==> config.mk <==
export PLATFORM = sky130hd
export DESIGN_NAME = psp_top
export DESIGN_NICKNAME = d
export VERILOG_FILES = /design/src/hw/psp_pkg.sv /design/src/hw/psp_top.sv
export VERILOG_INCLUDE_DIRS = /design/src /design/src/hw
export SDC_FILE = /design/constraint.sdc
export NUM_CORES = 1
export LEC_CHECK = 0
export BUFFER_PORTS_ARGS = -buffer_cell sky130_fd_sc_hd__buf_2
export CORE_MARGIN = 1
export CORE_UTILIZATION = 35
export CTS_CLUSTER_DIAMETER = 30
export DETAILED_ROUTE_END_ITERATION = 12
export PLACE_DENSITY = 0.72
export SYNTH_ARGS = -nofsm -noshare
export SYNTH_HDL_FRONTEND = slang
export SYNTH_SLANG_ARGS = --single-unit
==> constraint.sdc <==
create_clock -name ref_clk_i -period 2 [get_ports ref_clk_i]
set_clock_uncertainty 0.15 [all_clocks]
set_input_delay 0.2 -clock ref_clk_i [delete_from_list [all_inputs] [get_ports ref_clk_i]]
set_output_delay 0.2 -clock ref_clk_i [all_outputs]
set_load 0.05 [all_outputs]
==> src/hw/psp_cfg.svh <==
// Constants for the pin state by power mode block.
`ifndef PSP_CFG_SVH
`define PSP_CFG_SVH
`define PSP_OFF_CTRL   4'h0
`define PSP_OFF_STATUS 4'h4
`define PSP_OFF_PIN    4'h8
`define PSP_CTRL_LVL_SEL 0
`define PSP_RST_CTRL   32'h0000_0000
`define PSP_RST_LVL    1'h0
`define PSP_RST_PIN    6'h04
`endif

==> src/hw/psp_pkg.sv <==
// Types for the pin state by power mode block.
package psp_pkg;
	typedef enum logic [2:0] {
		PSP_PWR_POR     = 3'h0,
		PSP_PWR_EXTRST  = 3'h1,
		PSP_PWR_INTRST  = 3'h2,
		PSP_PWR_RUN     = 3'h3,
		PSP_PWR_STANDBY = 3'h4,
		PSP_PWR_DEEP    = 3'h5,
		PSP_PWR_RETURN  = 3'h6
	} psp_pwr_t;
	typedef enum logic [1:0] {
		PSP_FN_GPIO    = 2'h0,
		PSP_FN_ANALOG  = 2'h1,
		PSP_FN_WAKEUP  = 2'h2,
		PSP_FN_EXTINT  = 2'h3
	} psp_fn_t;
	typedef struct packed {
		logic out_val;
		logic out_en;
		logic in_en;
		logic in_zero;
		logic ana_en;
		logic wk_en;
	} psp_pin_t;
endpackage

==> src/hw/psp_top.sv <==
// Pin state control across reset and low-power modes.
//
// Contract
// - Analog pin: Hi-Z, input zeroed, analog enabled, except in power-on and return.
// - Reset states disable wake-up; run drives the pin from the GPIO port.
// - Deep standby keeps wake-up; level select adds Hi-Z.
// - Deep standby released: interrupt/GPIO Hi-Z, zeroed.
// - Standby level select 1 releases interrupt/GPIO; 0 holds.
`timescale 1ns/1ns
`include "psp_cfg.svh"
module psp_top (
	input  wire logic              ref_clk_i,
	input  wire logic              rst_i,
	input  wire psp_pkg::psp_pwr_t pwr_state_i,
	input  wire psp_pkg::psp_fn_t  pin_fn_i,
	input  wire logic              gpio_out_i,
	input  wire logic              gpio_oe_i,
	input  wire logic              pad_in_i,
	input  wire logic [3:0]        addr_i,
	input  wire logic [31:0]       wdata_i,
	input  wire logic              wr_i,
	input  wire logic              rd_i,
	output logic [31:0]            rdata_o,
	output psp_pkg::psp_pin_t      pin_ctrl_o,
	output logic                   pad_out_o,
	output logic                   pad_oe_o,
	output logic                   core_in_o
);
	import psp_pkg::*;

	////////////////////////////////////////////////////////////////////////////////
	// Declarations.
	logic        lvl_sw_q;
	logic        lvl_sw_d;
	logic        lvl_lat_q;
	logic        lvl_lat_d;
	psp_pwr_t    pwr_q;
	psp_pwr_t    pwr_d;
	logic [31:0] rdata_q;
	logic [31:0] rdata_d;
	psp_pin_t    pin_q;
	psp_pin_t    pin_d;
	psp_pin_t    live;
	psp_pin_t    pin_off;
	logic        low_now;
	logic        low_before;
	logic        low_entry;
	logic        rst_state;

	////////////////////////////////////////////////////////////////////////////////
	// Software level select bit.
	always_comb begin
		lvl_sw_d = lvl_sw_q;
		if (wr_i && addr_i == `PSP_OFF_CTRL) begin
			lvl_sw_d = wdata_i[`PSP_CTRL_LVL_SEL];
		end
	end

	always_ff @(posedge ref_clk_i or posedge rst_i) begin
		if (rst_i) begin
			lvl_sw_q <= `PSP_RST_LVL;
		end else begin
			lvl_sw_q <= lvl_sw_d;
		end
	end

	////////////////////////////////////////////////////////////////////////////////
	// Power state tracking and level sampling.
	assign low_now    = (pwr_state_i == PSP_PWR_STANDBY) || (pwr_state_i == PSP_PWR_DEEP);
	assign low_before = (pwr_q == PSP_PWR_STANDBY) || (pwr_q == PSP_PWR_DEEP);
	assign low_entry  = low_now && !low_before;
	assign rst_state  = (pwr_state_i == PSP_PWR_POR) ||
	                    (pwr_state_i == PSP_PWR_EXTRST) ||
	                    (pwr_state_i == PSP_PWR_INTRST);

	always_comb begin
		pwr_d     = pwr_state_i;
		lvl_lat_d = lvl_lat_q;
		if (low_entry) begin
			lvl_lat_d = lvl_sw_q;
		end
	end

	always_ff @(posedge ref_clk_i or posedge rst_i) begin
		if (rst_i) begin
			lvl_lat_q <= `PSP_RST_LVL;
			pwr_q     <= PSP_PWR_POR;
		end else begin
			lvl_lat_q <= lvl_lat_d;
			pwr_q     <= pwr_d;
		end
	end

	////////////////////////////////////////////////////////////////////////////////
	// Read port.
	always_comb begin
		rdata_d = 32'h0000_0000;
		if (rd_i) begin
			case (addr_i)
				`PSP_OFF_CTRL: begin
					rdata_d = {31'h0, lvl_sw_q};
				end
				`PSP_OFF_STATUS: begin
					rdata_d = {28'h0, lvl_lat_q, pwr_q};
				end
				`PSP_OFF_PIN: begin
					rdata_d = {26'h0, pin_q};
				end
				default: begin
					rdata_d = 32'h0000_0000;
				end
			endcase
		end
	end

	always_ff @(posedge ref_clk_i or posedge rst_i) begin
		if (rst_i) begin
			rdata_q <= 32'h0000_0000;
		end else begin
			rdata_q <= rdata_d;
		end
	end

	////////////////////////////////////////////////////////////////////////////////
	// Pin state selection.
	always_comb begin
		pin_off = psp_pin_t'(`PSP_RST_PIN);
		live = '{out_val: gpio_out_i,
		         out_en:  gpio_oe_i,
		         in_en:   1'b1,
		         in_zero: 1'b0,
		         ana_en:  1'b0,
		         wk_en:   1'b0};
		pin_d = pin_q;
		case (pwr_state_i)
			PSP_PWR_POR, PSP_PWR_EXTRST, PSP_PWR_INTRST: begin
				pin_d = pin_off;
			end
			PSP_PWR_RUN: begin
				pin_d = live;
				if (pin_fn_i == PSP_FN_WAKEUP) begin
					pin_d.wk_en = 1'b1;
				end
			end
			PSP_PWR_STANDBY: begin
				if (lvl_lat_d && pin_fn_i != PSP_FN_WAKEUP) begin
					pin_d = pin_off;
				end
			end
			PSP_PWR_DEEP: begin
				if (pin_fn_i == PSP_FN_WAKEUP) begin
					pin_d.wk_en   = 1'b1;
					pin_d.in_en   = 1'b1;
					pin_d.in_zero = 1'b0;
					if (lvl_lat_d) begin
						pin_d.out_en = 1'b0;
					end
				end else if (lvl_lat_d) begin
					pin_d = pin_off;
				end
			end
			PSP_PWR_RETURN: begin
				pin_d.wk_en  = 1'b0;
				pin_d.ana_en = 1'b0;
			end
			default: begin
				pin_d = pin_q;
			end
		endcase
		if (pin_fn_i == PSP_FN_ANALOG && pwr_state_i != PSP_PWR_RETURN) begin
			pin_d = '{out_val: 1'b0,
			          out_en:  1'b0,
			          in_en:   1'b0,
			          in_zero: (pwr_state_i != PSP_PWR_POR),
			          ana_en:  (pwr_state_i != PSP_PWR_POR),
			          wk_en:   1'b0};
		end
	end

	always_ff @(posedge ref_clk_i or posedge rst_i) begin
		if (rst_i) begin
			pin_q <= psp_pin_t'(`PSP_RST_PIN);
		end else begin
			pin_q <= pin_d;
		end
	end

	////////////////////////////////////////////////////////////////////////////////
	// Outputs.
	assign rdata_o    = rdata_q;
	assign pin_ctrl_o = pin_q;
	assign pad_out_o  = pin_q.out_val;
	assign pad_oe_o   = pin_q.out_en;
	assign core_in_o  = pin_q.in_zero ? 1'b0 : (pin_q.in_en & pad_in_i);
endmodule // psp_top

==> impl_metrics.ini <==
[cells_and_area]
multiInputGateArea_um2 = 583
mostFrequentLayoutCell = buf_2
most_frequent_cells_in_the_layout = buf_2, conb_1, dfrtp_1, nand2_1, nor2_1
synthToLayoutAreaGrowth_pct = 12.6
antennaDiodeCount = 0
final_net_count = 213
final_cell_area_um2 = 1330
post_route_cells_drive_above_1_share = 0.274
filler_cell_count = 312
layout.area.seq_um2 = 427
fin_cells = 208

[floorplan]
design.core.area_um2 = 3130
cell_row_count = 20
fp.dieArea_um2 = 3610
pin_count = 89
start_util = 0.378
die_height_um = 60.1
die_span_in_x_um = 60.1

[clocking]
root_buffer_cell = clkbuf_4
htreeDepth = 1
clock_tree_from_tritoncts = built
worstSkewPairLatency_ns = 0.28
cts_made_buffers = 3
cts.path.max_buffers = 2
number_of_clock_sinks = 17
clkTransAtPathRegs_ns = 0.09

[setup_path]
reg2reg_from = pwr_q[1]
worst_setup_path_end_kind = flop
critPathMaxFanout = 11
worstPathArrival_ns = 1.98
critPathKind = input port to flop
ff2ff_path_depth = 5
cp-start-kind = input port
crit_required_ns = 2.07
slowest_delay_ns = 0.53
critical_path.slowest_cell = dlygate4sd3_1
worst_r2r_endpoint = pin_ctrl_o[0]
r2r_setup_slack_ns = 0.30
crit_path_cell_trace = dlygate4sd3_1 > buf_4 > nor2b_4 > nand2_1 > a21o_4 > a2111oi_4 > a32o_1

[synthesis]
synth.top_cell.area_share = 0.339
synth_edf_count = 0
synth.avg_cell_area_um2 = 9.10
simple_gate_fraction_of_synth_area = 0.187
synth.top_cells.by_area = dfrtp_1, buf_4, nor2b_1
ys_seq_area_frac = 0.361
yosys-mux-area-fraction = 0.0349
synth_xor_xnor_area_share = 0
yosys_warnings = 0
synth_top_cell_by_area = dfrtp_1
flip_flop_and_latch_count_after_synthesis = 17
async_set_reset_flop_share_out_of_synthesis = 1.00
count_of_cell_types_in_the_netlist = 35
ys.flop_type = dfrtp_1
syn-instance-count = 130
mapped_cell_area_um2 = 1180
synth_compound_gate_area_share = 0.188
combinational_family_with_the_most_area_after_synthesis = buffers and inverters
synth_fa_ha_area_frac = 0

[sta]
finalSetupViolCount = 0
min_period_ns = 1.91
worst_slew_pin_slew_ns = 0.626
period_share = 0.954
maxSlewHeadroom = 0.582
timing.final.max_slew_violations = 0
post-route-worst-setup-slack_ns = 0.0916
fin_tns_setup_ns = 0
grt_setup_unrepaired = no
hold_viol_final = 0
fmaxAchievable_mhz = 524

[placement]
place.port_buffers = 31
routabilityCongestion = 0.760
place_inst = 198
dpl.hpwl_um = 1720
post-place-ws_ns = 0.297
total_placed_instance_area_um2 = 1250

[routing]
route.antenna.remaining_nets = 0
firstDrtPassIters = 4
route.met3.wl_um = 116
routed_wirelength_um = 2310
routedWlPerCell_um = 11.1
drt_first_iter_violations = 35
routed-wl-met2_um = 1130
wl_met1_um = 1060
post-route-drc-count = 0
vias_per_cell = 4.49
highest_layer = met3
dr_total_vias = 934

[min_path]
whs_endpoint = pwr_q[0]
hold-path-cell-count = 1
min_from = pwr_state_i[0]
hp-class = input port to flop

[global_routing]
antenna_found_initial = 0
pin_count_of_the_biggest_net_entering_global_routing = 19
first_global_vias = 802
gr-total-overflow = 0
grt_util_all_layers = 0.127
grt_first_pass_wirelength_um = 3490

[pwr]
p_leak_nw = 0.696
ir_worst_vdd_mv = 0.186
power_mw = 0.902
power.density_nw_per_um2 = 677

[run]
drv.max_cap_violation_count = 0

[outcome]
run_status = completed
==> area by class of cell <==
type | instances | area share
timing repair buffer | 38 | 0.164
tap | 44 | 0.0414
sequential | 17 | 0.320
inverter | 6 | 0.0169
clock buffer | 4 | 0.0197
multi-input combinational | 99 | 0.438
==> cell families after synthesis <==
group | after synthesis
muxes | 4
and+or+nand+nor | 41
buffers and inverters | 39
other | 1
AOI/OAI and AO/OA | 28
DFF | 17
==> sequential cells by signal, indices dropped and copies added, names as in the netlist <==
name / count
rdata_o: 6
pin_ctrl_o: 4
lvl_sw_q: 1
pwr_q: 3
lvl_lat_q: 1
pad_out_o: 1
pad_oe_o: 1
==> report_power, final <==
part	switching [mW]	leakage (nW)	total [mW]	internal [mW]
clock	0.0986	0.0150	0.176	0.0774
combinational	0.246	0.460	0.331	0.0854
sequential	0.0255	0.221	0.395	0.369
==> Yosys cell counts (3+ instances only) <==
| cell type | instances |
|---|---|
| o2111ai_1 | 3 |
| o21ai_0 | 4 |
| nand2_1 | 9 |
| nand4_1 | 3 |
| clkbuf_1 | 3 |
| a21oi_1 | 5 |
| buf_4 | 28 |
| a22oi_1 | 3 |
| nor2_1 | 9 |
| nor2b_1 | 7 |
| dfrtp_1 | 16 |
| mux2i_1 | 3 |
| and3_1 | 3 |
| inv_1 | 6 |
==> critical path: cells and delay by family <==
family / cells / cell delay [ns]
AOI/OAI and AO/OA: 3 / 0.77
buffers and inverters: 2 / 0.71
and+or+nand+nor: 2 / 0.30
==> metrics by stage <==
step                utilization  hold slack [ns]
floorplan                     -          -0.0247
global placement          0.400            0.144
detailed placement        0.400            0.160
CTS                       0.418           0.0223
global route              0.426           0.0357
finish                    0.426           0.0341
==> layer usage <==
layer / global-route usage / vias to the layer above
met2: 0.223 / 42
met5: 0 / -
met4: 0.0465 / 0
met3: 0.0173 / 0
met1: 0.155 / 428
li1: - / 464
==> repair_timing <==
item	4_1_cts	5_1_grt
buffers inserted	0	3
setup endpoints to repair	0	3
endpoints found under the hold margin	18	0
hold buffers	3	0
gates resized for setup	0	2
==> how the worst max path moves through the flow <==
stage	start	to	slack (ns)	cells past startpoint
6_report	pwr_state_i[1]	pin_ctrl_o[0]	0.09	7
5_1_grt	pwr_state_i[1]	pin_ctrl_o[0]	0.01	7
4_1_cts	pwr_state_i[1]	pin_ctrl_o[0]	0.05	7
3_5_place_dp	pwr_state_i[1]	pin_ctrl_o[0]	0.30	6
3_3_place_gp	pwr_state_i[1]	pin_ctrl_o[0]	0.32	6
2_1_floorplan	pwr_q[1]	pin_ctrl_o[0]	0.41	5
Power figures use the tool's default switching activity.
